--- src/optcal_pkg.sv ---
// Package with constants and types for the optical auto-calibration controller
package optcal_pkg;

  // Detector and drive code widths (digital stand-ins for the analog paths)
  localparam int unsigned ADC_W   = 10;
  localparam int unsigned DRIVE_W = 8;

  // Calibrate line debounce: time in us and derived cycles at 125 MHz
  localparam int unsigned CLK_MHZ          = 125;
  localparam int unsigned DEBOUNCE_US      = 1000;
  localparam int unsigned DEBOUNCE_CYC     = DEBOUNCE_US * CLK_MHZ;
  // Ramp step interval: drive settles before the detector is judged
  localparam int unsigned RAMP_STEP_US     = 100;
  localparam int unsigned RAMP_STEP_CYC    = RAMP_STEP_US * CLK_MHZ;
  // Success light blink half period
  localparam int unsigned BLINK_HALF_MS    = 250;
  localparam int unsigned BLINK_HALF_CYC   = BLINK_HALF_MS * 1000 * CLK_MHZ;
  localparam int unsigned BLINK_COUNT      = 3;

  // Drive code range: zero current up to the ceiling current
  localparam logic [DRIVE_W-1:0] DRIVE_ZERO = 8'h00;
  localparam logic [DRIVE_W-1:0] DRIVE_MAX  = 8'hFF;

  // Detector levels as fractions of full scale (supply)
  localparam logic [ADC_W-1:0] LVL_HALF  = 10'h200;
  localparam logic [ADC_W-1:0] LVL_UPPER = 10'h2AA;
  localparam logic [ADC_W-1:0] LVL_LOWER = 10'h155;

  // Calibration sequencer states
  typedef enum logic [2:0] {
    ST_IDLE,
    ST_RAMP,
    ST_SETTLE,
    ST_BLINK,
    ST_LOCKED,
    ST_FAIL
  } cal_state_t;

  // Indicator lights travelling together
  typedef struct packed {
    logic cal_ok;
    logic cal_fail;
    logic above;
    logic below;
  } lights_t;

  // Threshold logic outputs
  typedef struct packed {
    logic out_rise;
    logic out_fall;
  } logic_out_t;

  // Nonvolatile store port
  typedef struct packed {
    logic               wr;
    logic [DRIVE_W-1:0] data;
  } nv_wr_t;

endpackage : optcal_pkg

--- src/line_debounce.sv ---
// Synchroniser and debouncer turning a grounded line into one start pulse
`timescale 1ns/100ps
`default_nettype none

module line_debounce
  import optcal_pkg::*;
#(
  parameter int unsigned STABLE_CYC = DEBOUNCE_CYC
) (
  // Clock and reset
  input  wire logic core_clk_i,
  input  wire logic rst_b_i,
  // Raw line, active low
  input  wire logic line_b_i,
  // One-cycle pulse on each accepted grounding
  output logic      press_o
);

  localparam int unsigned CNT_W = $clog2(STABLE_CYC + 1);

  logic             sync1_r;
  logic             sync2_r;
  logic             stable_r;
  logic [CNT_W-1:0] cnt_r;

  // Two-stage synchroniser; idle line reads high
  always_ff @(posedge core_clk_i or negedge rst_b_i) begin
    if (!rst_b_i) begin
      sync1_r <= 1'b1;
      sync2_r <= 1'b1;
    end else begin
      sync1_r <= line_b_i;
      sync2_r <= sync1_r;
    end
  end

  // Level accepted only after it stays different for the whole window
  always_ff @(posedge core_clk_i or negedge rst_b_i) begin
    if (!rst_b_i) begin
      cnt_r    <= '0;
      stable_r <= 1'b1;
    end else if (sync2_r == stable_r) begin
      cnt_r <= '0;
    end else if (cnt_r == CNT_W'(STABLE_CYC - 1)) begin
      cnt_r    <= '0;
      stable_r <= sync2_r;
    end else begin
      cnt_r <= cnt_r + 1'b1;
    end
  end

  // Falling edge of the filtered level gives one pulse per grounding
  assign press_o = (sync2_r == stable_r) ? 1'b0
                 : (stable_r && cnt_r == CNT_W'(STABLE_CYC - 1));

endmodule : line_debounce

`default_nettype wire

--- src/optical_auto_calibration_ctrl.sv ---
// Top level: calibration sequencer, drive lock, indicators and trip outputs
// Overview of operation
// - Grounding calibrate line starts calibration
// - Ramp drive from zero until target
// - Target level is half of supply
// - Success light flashes exactly three times
// - Drive held until next calibrate grounding
// - Drive at maximum lights failure indicator
// - Locked setting kept in nonvolatile store
// - Rising output switches above two thirds
// - Falling output switches below one third
// - Lights show trips above and below calibration
`timescale 1ns/100ps
`default_nettype none

module optical_auto_calibration_ctrl
  import optcal_pkg::*;
#(
  parameter int unsigned DEB_CYC   = DEBOUNCE_CYC,
  parameter int unsigned STEP_CYC  = RAMP_STEP_CYC,
  parameter int unsigned BLINK_CYC = BLINK_HALF_CYC
) (
  // Clock and reset
  input  wire logic               core_clk_i,
  input  wire logic               rst_b_i,
  // Remote calibrate line, grounded to request
  input  wire logic               cal_b_i,
  // Detector sample, full scale equals supply
  input  wire logic [ADC_W-1:0]   det_level_i,
  // Nonvolatile store: saved drive and valid flag read at start-up
  input  wire logic [DRIVE_W-1:0] nv_drive_i,
  input  wire logic               nv_valid_i,
  output nv_wr_t                  nv_wr_o,
  // Emitter drive code
  output logic [DRIVE_W-1:0]      drive_o,
  // Indicator lights and threshold outputs
  output lights_t                 lights_o,
  output logic_out_t              logic_o
);

  localparam int unsigned STEP_W  = $clog2(STEP_CYC + 1);
  localparam int unsigned BLINK_W = $clog2(BLINK_CYC + 1);

  cal_state_t          state_r;
  cal_state_t          state_nxt;
  logic                start;
  logic [STEP_W-1:0]   step_cnt_r;
  logic [BLINK_W-1:0]  blink_cnt_r;
  logic [2:0]          blinks_r;
  logic                blink_on_r;
  logic                loaded_r;
  logic [DRIVE_W-1:0]  drive_r;
  logic                step_done;
  logic                half_done;
  logic                at_target;
  logic_out_t          logic_r;
  lights_t             lights_r;
  nv_wr_t              nv_wr_r;

  line_debounce #(
    .STABLE_CYC (DEB_CYC)
  ) u_cal_deb (
    .core_clk_i (core_clk_i),
    .rst_b_i    (rst_b_i),
    .line_b_i   (cal_b_i),
    .press_o    (start)
  );

  assign step_done = (step_cnt_r == STEP_W'(STEP_CYC - 1));
  assign half_done = (blink_cnt_r == BLINK_W'(BLINK_CYC - 1));
  assign at_target = (det_level_i >= LVL_HALF);

  // Sequencer next state
  always_comb begin
    state_nxt = state_r;
    case (state_r)
      ST_IDLE: begin
        if (loaded_r) begin
          state_nxt = ST_LOCKED;
        end
      end
      ST_RAMP: begin
        if (step_done && at_target) begin
          state_nxt = ST_BLINK;
        end else if (step_done && drive_r == DRIVE_MAX) begin
          state_nxt = ST_FAIL;
        end
      end
      ST_BLINK: begin
        if (half_done && blink_on_r && blinks_r == 3'(BLINK_COUNT - 1)) begin
          state_nxt = ST_LOCKED;
        end
      end
      default: state_nxt = state_r;
    endcase
    if (start) begin
      state_nxt = ST_RAMP;
    end
  end

  // State register
  always_ff @(posedge core_clk_i or negedge rst_b_i) begin
    if (!rst_b_i) begin
      state_r <= ST_IDLE;
    end else begin
      state_r <= state_nxt;
    end
  end

  // One-shot load of the stored setting after reset
  always_ff @(posedge core_clk_i or negedge rst_b_i) begin
    if (!rst_b_i) begin
      loaded_r <= 1'b0;
    end else if (state_r == ST_IDLE && !loaded_r && nv_valid_i) begin
      loaded_r <= 1'b1;
    end
  end

  // Step timer gives the detector time to follow each drive change
  always_ff @(posedge core_clk_i or negedge rst_b_i) begin
    if (!rst_b_i) begin
      step_cnt_r <= '0;
    end else if (start || state_r != ST_RAMP || step_done) begin
      step_cnt_r <= '0;
    end else begin
      step_cnt_r <= step_cnt_r + 1'b1;
    end
  end

  // Emitter drive
  always_ff @(posedge core_clk_i or negedge rst_b_i) begin
    if (!rst_b_i) begin
      drive_r <= DRIVE_ZERO;
    end else if (start) begin
      drive_r <= DRIVE_ZERO;
    end else if (state_r == ST_IDLE && nv_valid_i && !loaded_r) begin
      drive_r <= nv_drive_i;
    end else if (state_r == ST_RAMP && step_done && !at_target && drive_r != DRIVE_MAX) begin
      drive_r <= drive_r + 1'b1;
    end
  end

  // Blink timer and flash counter
  always_ff @(posedge core_clk_i or negedge rst_b_i) begin
    if (!rst_b_i) begin
      blink_cnt_r <= '0;
      blinks_r    <= 3'h0;
      blink_on_r  <= 1'b0;
    end else if (state_r != ST_BLINK || start) begin
      blink_cnt_r <= '0;
      blinks_r    <= 3'h0;
      blink_on_r  <= (state_nxt == ST_BLINK) && !start;
    end else if (half_done) begin
      blink_cnt_r <= '0;
      blink_on_r  <= !blink_on_r;
      if (blink_on_r) begin
        blinks_r <= blinks_r + 3'h1;
      end
    end else begin
      blink_cnt_r <= blink_cnt_r + 1'b1;
    end
  end

  // Write locked setting once at the end of a calibration
  always_ff @(posedge core_clk_i or negedge rst_b_i) begin
    if (!rst_b_i) begin
      nv_wr_r <= '0;
    end else begin
      nv_wr_r.wr   <= (state_r == ST_BLINK) && (state_nxt == ST_LOCKED);
      nv_wr_r.data <= drive_r;
    end
  end

  // Threshold outputs, each with hysteresis between its trip point and the half level
  always_ff @(posedge core_clk_i or negedge rst_b_i) begin
    if (!rst_b_i) begin
      logic_r <= '0;
    end else begin
      if (det_level_i > LVL_UPPER) begin
        logic_r.out_rise <= 1'b1;
      end else if (det_level_i < LVL_HALF) begin
        logic_r.out_rise <= 1'b0;
      end
      if (det_level_i < LVL_LOWER) begin
        logic_r.out_fall <= 1'b1;
      end else if (det_level_i >= LVL_HALF) begin
        logic_r.out_fall <= 1'b0;
      end
    end
  end

  // Indicator lights; trip lights only meaningful once locked
  always_ff @(posedge core_clk_i or negedge rst_b_i) begin
    if (!rst_b_i) begin
      lights_r <= '0;
    end else begin
      lights_r.cal_ok   <= (state_r == ST_BLINK) && blink_on_r;
      lights_r.cal_fail <= (state_r == ST_FAIL);
      lights_r.above    <= (state_r == ST_LOCKED) && (det_level_i > LVL_UPPER);
      lights_r.below    <= (state_r == ST_LOCKED) && (det_level_i < LVL_LOWER);
    end
  end

  assign drive_o  = drive_r;
  assign lights_o = lights_r;
  assign logic_o  = logic_r;
  assign nv_wr_o  = nv_wr_r;

endmodule : optical_auto_calibration_ctrl

`default_nettype wire

--- config.mk ---
export PLATFORM = sky130hd
export DESIGN_NAME = optical_auto_calibration_ctrl
export DESIGN_NICKNAME = d
export VERILOG_FILES = /design/src/optcal_pkg.sv /design/src/line_debounce.sv /design/src/optical_auto_calibration_ctrl.sv
export SDC_FILE = /design/constraint.sdc
export NUM_CORES = 1
export LEC_CHECK = 0
export ABC_CLOCK_PERIOD_IN_PS = 2300
export BUFFER_PORTS_ARGS = -buffer_cell sky130_fd_sc_hd__buf_4
export CAP_MARGIN = 20
export CORE_MARGIN = 8
export CORE_UTILIZATION = 53
export CTS_CLUSTER_SIZE = 8
export DETAILED_ROUTE_END_ITERATION = 6
export PLACE_DENSITY = 0.76
export SLEW_MARGIN = 20
export SYNTH_ARGS = -nofsm -noshare
export SYNTH_HDL_FRONTEND = slang
export SYNTH_HIERARCHICAL = 1
export SYNTH_SLANG_ARGS = --single-unit
export TNS_END_PERCENT = 100
--- constraint.sdc ---
create_clock -name core_clk_i -period 2.3 [get_ports core_clk_i]
set_input_delay 0.69 -clock core_clk_i [delete_from_list [all_inputs] [get_ports core_clk_i]]
set_output_delay 0.69 -clock core_clk_i [all_outputs]
set_load 0.01 [all_outputs]
==> Word-level counts from Yosys, hierarchy flattened <==
Index checks and enable logic that the tools add are counted.
W data, S select, Z words.
{ "totals": {"latchBits": 0, "mem_count": 0, "mem_bits_rw": 0, "regBits": 90, "inputBits": 22, "mem_bits_ro": 0, "word_cells": 100} }
{ "classes": {"reduce_logical": 32, "add_sub_neg": 5, "shift": 0, "n_lt_le_gt_ge": 4, "mux": 24, "mul": 0, "n_div": 0, "bitwise": 1, "n_eq_ne": 15} }
{ "op_table": {"columns": ["op", "n"], "rows": [
  ["$mux W25", 2],
  ["$mux W17", 2],
  ["$add A25 B1 Y25 const B", 1],
  ["$eq A25 B25 Y1 const B", 1],
  ["$mux W3", 8],
  ["$mux W8", 3],
  ["$add A17 B1 Y17 const B", 1],
  ["$eq A17 B17 Y1 const B", 1],
  ["$logic_and A1 B1 Y1", 17],
  ["$add A14 B1 Y14 const B", 1],
  ["$eq A14 B14 Y1 const B", 1],
  ["$mux W14", 1],
  ["$ge A10 B10 Y1 const B", 1],
  ["$gt A10 B10 Y1 const B", 1],
  ["$lt A10 B10 Y1 const B", 1],
  ["$lt A10 B9 Y1 const B", 1],
  ["$eq A3 B2 Y1 const B", 3],
  ["$eq A3 B3 Y1 const B", 3],
  ["$pmux W3 S3", 1],
  ["$add A8 B1 Y8 const B", 1],
  ["$eq A8 B8 Y1 const B", 1],
  ["$ne A8 B8 Y1 const B", 1],
  ["$reduce_bool A2 Y1", 4],
  ["$mux W1", 7],
  ["other kinds (11)", 17]
]} }

==> Longest topological paths before layout <==
Gate-level depths: netlist of the first run.
{ "logic_depth": {"depth_word": 9, "depth_mapped": 10} }

==> Modules after synthesis <==
The synthesis of the first run kept the hierarchy.
{ "modules_own_cells": {"columns": ["module", "cells_each", "area_each_um2", "n_inst", "seq_area_each_um2"], "rows": [
  ["optical_auto_calibration_ctrl", 341, 3479.6, 1, 1751.7],
  ["line_debounce", 90, 972.2, 1, 504.2]
]} }

==> Worst setup path after synthesis of the first run <==
Ideal clock, no wire load.
{ "synth_path": {"path_kind": "flip-flop to flip-flop", "startpoint": "reg u_cal_deb.cnt_r[0]", "endpoint": "reg blink_cnt_r[17]", "setup_slack_ns": 0.143, "setup_ns": 0.119, "t_arrival_ns": 2.038, "synth_period_minus_slack_ns": 2.157, "stages_incl_launch_ff": 11, "path_buffers": 2, "required_ns": 2.181, "path_cell_list": "dfrtp_1 -> ha_1 -> nor4bb_1 -> nand4b_1 -> nor3b_1 -> nor2_1 -> and2_1 -> nand2b_1 -> buf_2 -> buf_4 -> nor2_1"} }
{ "synth_via": {"elab_chain_len": 5} }
{ "synth_lines": {"columns": ["element", "line", "rtl"], "rows": [
  ["start: declaration", "line_debounce.sv:24", "logic [CNT_W-1:0] cnt_r;"],
  ["start signal: assignment", "line_debounce.sv:48", "cnt_r <= cnt_r + 1'b1;"],
  ["$eq A17 B17 Y1", "line_debounce.sv:54", ": (stable_r && cnt_r == CNT_W'(STABLE_CYC - 1));"],
  ["$logic_and A1 B1 Y1", "line_debounce.sv:54", null],
  ["$mux W1", "line_debounce.sv:53", "assign press_o = (sync2_r == stable_r) ? 1'b0"],
  ["named net start", "optical_auto_calibration_ctrl.sv:46", "logic start;"],
  ["$logic_or A1 B1 Y1", "optical_auto_calibration_ctrl.sv:149", "end else if (state_r != ST_BLINK || start) begin"],
  ["$mux W25", "optical_auto_calibration_ctrl.sv:149", null],
  ["end signal: assignment", "optical_auto_calibration_ctrl.sv:160", "blink_cnt_r <= blink_cnt_r + 1'b1;"],
  ["end: declaration", "optical_auto_calibration_ctrl.sv:48", "logic [BLINK_W-1:0] blink_cnt_r;"]
]} }
The timed path passes the listed nets, and every way through them passes these cells.
A chain may end at the register's enable or synchronous reset.

==> Final worst setup path of the first run <==
{ "layout_path": {"startpoint": "reg u_cal_deb.cnt_r[0]", "endpoint": "reg blink_cnt_r[20]"} }
Same word-level chain as after synthesis.

==> results of run 1 <==
==> synth_stat cells (2+ instances only) <==
master / count / share of area
a211oi_1: 9 / 0.015
a21o_1: 2 / 0.0034
a21oi_1: 3 / 0.0034
a31oi_1: 2 / 0.0028
and2_1: 3 / 0.0042
and3_1: 9 / 0.013
and4_1: 7 / 0.014
and4bb_2: 2 / 0.0056
buf_2: 3 / 0.0034
buf_4: 2 / 0.0034
clkbuf_1: 5 / 0.0042
dfrtp_1: 87 / 0.49
dfstp_2: 3 / 0.018
ha_1: 6 / 0.017
inv_1: 11 / 0.0093
mux2i_1: 3 / 0.0067
nand2_1: 26 / 0.022
nand2b_1: 5 / 0.0070
nand3_1: 25 / 0.028
nand4_1: 16 / 0.022
nand4_4: 2 / 0.0096
nor2_1: 77 / 0.065
nor2_2: 5 / 0.0070
nor2b_1: 3 / 0.0042
nor3_1: 12 / 0.013
nor3_4: 2 / 0.0073
nor3b_1: 3 / 0.0051
nor4_1: 6 / 0.0084
nor4b_1: 5 / 0.0098
nor4bb_1: 3 / 0.0067
o21a_1: 3 / 0.0051
or4_4: 2 / 0.0051
xnor2_1: 30 / 0.059
xor2_1: 27 / 0.053
==> power by group <==
group	internal [mW]	leakage, nW	switching, mW	total [mW]
Combinational	0.0478	0.961	0.0607	0.108
Sequential	1.59	1.23	0.00744	1.60
Clock	0.644	0.112	0.560	1.20
Total	2.28	2.31	0.628	2.91
==> timing repair <==
action / CTS / global route
buffers inserted: 0 / 1
endpoints found under the setup margin: 0 / 25
gates resized for setup: 0 / 2
==> layer usage <==
| layer | GRT usage | vias up | part of all wire |
|---|---|---|---|
| met2 | 0.265 | 62 | 0.49 |
| met5 | 0 | - | 0 |
| met3 | 0.0353 | 10 | 0.039 |
| met1 | 0.223 | 1636 | 0.46 |
| li1 | - | 1625 | - |
| met4 | 0.0743 | 0 | 0.015 |
==> how the worst max path moves through the flow <==
stage                     slack (ps)               to
after floorplan                  140  blink_cnt_r[17]
after global placement           230       drive_o[1]
after detailed placement         170  blink_cnt_r[11]
after CTS                        160  blink_cnt_r[20]
after global routing               9   blink_cnt_r[5]
final                            220  blink_cnt_r[20]
==> sequential cells by signal, indices dropped and copies added (netlist names) <==
signal,count
drive_o,8
blinks_r,3
logic_o,2
u_cal_deb/sync1_r,1
state_r,3
nv_wr_o,9
u_cal_deb/stable_r,1
step_cnt_r,14
u_cal_deb/cnt_r,17
loaded_r,1
blink_on_r,1
blink_cnt_r,25
u_cal_deb/sync2_r,1
lights_o,4
==> kinds of logic (layout without fill, tap and decap cells) <==
| logic type | Yosys count | in the layout | synth area share |
|---|---|---|---|
| flops | 90 | 90 | 0.507 |
| fa+ha+maj | 6 | 6 | 0.0169 |
| mux | 4 | 4 | 0.00927 |
| simple gates | 224 | 224 | 0.286 |
| buf+inv | 22 | 89 | 0.0228 |
| compound gates | 28 | 28 | 0.0461 |
| xor+xnor | 57 | 57 | 0.112 |
==> area by class of cell <==
type,count,share of cell area
Timing Repair Buffer,62,0.0934
Clock buffer,10,0.0262
Multi-Input combinational cell,319,0.401
Clock inverter,6,0.0172
Sequential cell,90,0.429
Inverter,11,0.00786
Tap cell,105,0.0250
==> results.cfg, run 1 <==
[status]
status = finished, final reports clean

[run]
drv_cap = 0

[setup_path]
rrSetupSlack_ps = 220
crit_start = u_cal_deb/cnt_r[0]
start_kind = flop
critPathTopFamily = simple AND/OR/NAND/NOR gates
critPathBufInv = 2
crit_chain = ha_1 > nor4bb_2 > nand4b_1 > nor3b_2 > buf_4 > nor2_1 > and2_1 > nand2b_1 > buf_12 > nor2_1
path_max_fanout = 25
rr_startpoint = u_cal_deb/cnt_r[0]
max_stage_delay_ps = 390
reg2reg_to = blink_cnt_r[20]
required_ps = 2540
rr_worst_depth = 10
worstSetupPathType = reg2reg
cp_num_cells = 10
path_common_cell = nor2_1
cpMaxStageDelayCell = dfrtp_1
crit_path_end_kind = flop
cp.arrival_ps = 2320

[floorplanning]
initial_core_util = 0.545
io_pins = 45
die_height_um = 108
die_area_um2 = 11600
die_w_um = 108
coreArea_um2 = 8180
rows = 33

[synth]
syn_area_per_cell_um2 = 10.3
synth.net_count = 459
yosys_register_bits = 90
synthCells = 431
synthesis.area_um2 = 4450
synth_warnings = 6
async_flop_share = 1.00
synth-main-ff-cell = dfrtp_1
ys_seq_area_frac = 0.507
synth_edf_count = 0
ys_types = 56

[timing]
fin_hold_ws_ps = 260
fin_crit_ps = 2080
tns_ps = 0
finalCritPeriodShare = 0.904
fmax_ghz = 0.481
setup_violations = 0
rsz0062_at_grt = no
worst_slack_ps = 221
slew_violations = 0
skew_ps = 11.9
maxSlewHeadroom = 0.582
hold_violations = 0
tightestPinTransition_ps = 626

[clock_network]
clock-sinks = 90
cts-root-buf = clkbuf_8
clk_latency_ps = 350
path_clk_slew_ps = 90
cts_tree = built
cts-htree-levels = 3
cts_buffers = 9
holdBufCountCts = 0
clockBufferDepth = 2

[grt]
grt-ovfl-total = 0
grt_pass1_vias = 3310
grt_pass1_wl_um = 16000
track_usage = 0.170
grt_max_degree = 62
antenna_found_initial = 0

[detailed_routing]
drt_first_pass_iters = 4
wire_per_inst_um = 15.4
drc = 0
drt_iter0_drc = 149
antenna_left = 0
totalWireLength_um = 9300
vias = 3333
viasPerCell = 5.53

[cells_and_area]
fin_area_um2 = 5250
mostFrequentLayoutCells = dfrtp_1 (87), nor2_1 (77), buf_4 (60)
final_nets = 521
multiInputGateArea_um2 = 2110
final_cells = 603
mostFrequentLayoutCell = dfrtp_1
diodes = 0
area_growth_syn_to_layout_pct = 18.0
seqCellArea_um2 = 2260
n_fill_cell = 642
layout-drive-gt1-share = 0.217
final_util = 0.642

[placement]
port-buffer-count = 44
dp_hpwl_um = 6800
place_ws_ps = 167
place_area_um2 = 5010
post-place-cells = 586
place_congestion = 0.846

[hold_path]
min_path_type = in2async

[power]
vdd_ir_drop_max_uv = 358
power.total_mw = 2.91
power.density_nw_per_um2 = 555
p_leak_nw = 2.31
No activity file was read; power rests on OpenSTA's default activity.
==> run 2: changes to the inputs <==
CELL_PAD_IN_SITES_DETAIL_PLACEMENT = 1   (was not set)
CELL_PAD_IN_SITES_GLOBAL_PLACEMENT = 1   (was not set)
CORE_UTILIZATION = 42   (was 53)
PLACE_DENSITY = not set   (was 0.76)
PLACE_DENSITY_LB_ADDON = 0.1   (was not set)
==> run 2 against run 1 <==
Against the previous run:
- power fell by 4.9%
- die area rose by 22%
- clock skew grew 1.3 ps
- largest cell class unchanged
- combinational power up 7%
- critical path type unchanged
- worst hold slack improved by 49 ps
==> results.cfg, run 2 (same netlist as run 1, synthesis figures left out) <==
[cells_and_area]
area_growth_syn_to_layout_pct = 19.8
mostFrequentLayoutCells = dfrtp_1 (87), nor2_1 (77), buf_4 (63)
regMostFlops = blink_cnt_r
largest_reg_flops = 25
final_nets = 526
layout-drive-gt1-share = 0.229
largestRegisters = blink_cnt_r: 25 flops, u_cal_deb/cnt_r: 17 flops, step_cnt_r: 14 flops
diodes = 0
mostFrequentLayoutCell = dfrtp_1
final_cells = 639
final_util = 0.517

[timing]
finalCritPeriodShare = 0.928
maxSlewHeadroom = 0.582
setup_violations = 0
skew_ps = 13.2
hold_violations = 0
worst_slack_ps = 165
rsz0062_at_grt = no
fin_crit_ps = 2130
fmax_ghz = 0.468
tightestPinTransition_ps = 626
slew_violations = 0
tns_ps = 0

[detailed_routing]
wire_per_inst_um = 16.8
viasPerCell = 5.25
antenna_left = 0
vias = 3352
totalWireLength_um = 10700
drt_iter0_drc = 185
drt_first_pass_iters = 4
drc = 0

[clock_network]
cts-root-buf = clkbuf_8
cts_buffers = 9
clock-sinks = 90
clk_latency_ps = 360
cts_tree = built
clockBufferDepth = 2
path_clk_slew_ps = 100
cts-htree-levels = 3

[run]
drv_cap = 0

[floorplanning]
die_w_um = 119
die_area_um2 = 14200
initial_core_util = 0.431
die_height_um = 119
coreArea_um2 = 10300
rows = 37
io_pins = 45

[power]
power.density_nw_per_um2 = 519
p_leak_nw = 2.33
p_sw_frac = 0.241
clock_power_share = 0.380
seqPwrFrac = 0.578
vdd_ir_drop_max_uv = 234
combPwrFrac = 0.042
internal_power_mw = 2.10
p_switching_mw = 0.667

[setup_path]
rr_worst_depth = 8
path_max_fanout = 12
start_kind = flop
required_ps = 2560
cp.arrival_ps = 2390
max_stage_delay_ps = 400
crit_chain = nor4b_1 > nand4b_1 > nor3b_2 > nor2_1 > and2_1 > nand2b_4 > clkbuf_16 > nor2_1
worstSetupPathType = reg2reg
path_common_cell = nor2_1
cpMaxStageDelayCell = nor4b_1
crit_path_end_kind = flop

[placement]
place_ws_ps = 2.27
dp_hpwl_um = 7670
port-buffer-count = 44
place_congestion = 0.827
post-place-cells = 619

[grt]
grt_pass1_wl_um = 18400
track_usage = 0.158
antenna_found_initial = 0
grt-ovfl-total = 0
grt_pass1_vias = 3675
grt_max_degree = 42

[hold_path]
min_path_type = in2async

[status]
status = finished, final reports clean
## run 2: area by class of cell
type | instances | area [µm²]
timing repair buffer | 67 | 549
sequential | 90 | 2260
fill | 1170 | 4990
inverter | 11 | 41.3
clock buffer | 11 | 151
tap | 136 | 170
multi-input combinational | 319 | 2130
clock inverter | 5 | 38.8
## run 2: repair_timing
| item | 4_1_cts | 5_1_grt |
|---|---|---|
| endpoints found under the hold margin | 0 | 0 |
| setup endpoints to repair | 7 | 40 |
| cloned | 0 | 1 |
| buffers inserted | 0 | 3 |
| pin swaps | 1 | 1 |
| hold buffers | 0 | 0 |
| gates resized for setup | 1 | 5 |
## run 2: critical path: cells and delay by family (launching register included)
kind	cells	cell delay [ps]
buffers and inverters	1	180
flip-flops	1	380
AND/OR/NAND/NOR	7	1470
## run 2: power by group through the flow
stage / logic, mW / clock network (mW) / registers (mW)
after floorplan: 0.0227 / 0 / 1.63
after global placement: 0.117 / 0 / 1.63
after detailed placement: 0.119 / 0 / 1.63
after CTS: 0.120 / 1.09 / 1.60
after global routing: 0.132 / 1.16 / 1.60
final: 0.116 / 1.05 / 1.60
## run 2: stage by stage
stage	area [µm²]	total power [mW]	hold WS, ps
after global placement	5060	1.75	350
after floorplan	4450	1.66	345
after CTS	5260	2.81	328
final	5340	2.77	309
after detailed placement	5060	1.75	351
after global routing	5340	2.89	349
## run 2: final timing paths
check | slack, ps | to | startpoint
setup / recovery | 170 | blink_cnt_r[3] | u_cal_deb/cnt_r[3]
hold / removal | 310 | blink_cnt_r[20] | rst_b_i
setup reg to reg | 170 | blink_cnt_r[3] | u_cal_deb/cnt_r[3]
hold reg to reg | 370 | u_cal_deb/sync2_r | u_cal_deb/sync1_r
max in group asynchronous | 1330 | step_cnt_r[0] | rst_b_i
min in group core_clk_i | 370 | u_cal_deb/sync2_r | u_cal_deb/sync1_r
## run 2: layer usage
metal / GRT usage / vias up / wire length [µm]
met2: 0.252 / 42 / 5070
met1: 0.214 / 1674 / 5260
met5: 0 / - / 0
met3: 0.0279 / 8 / 271
met4: 0.0482 / 0 / 106
li1: - / 1628 / -
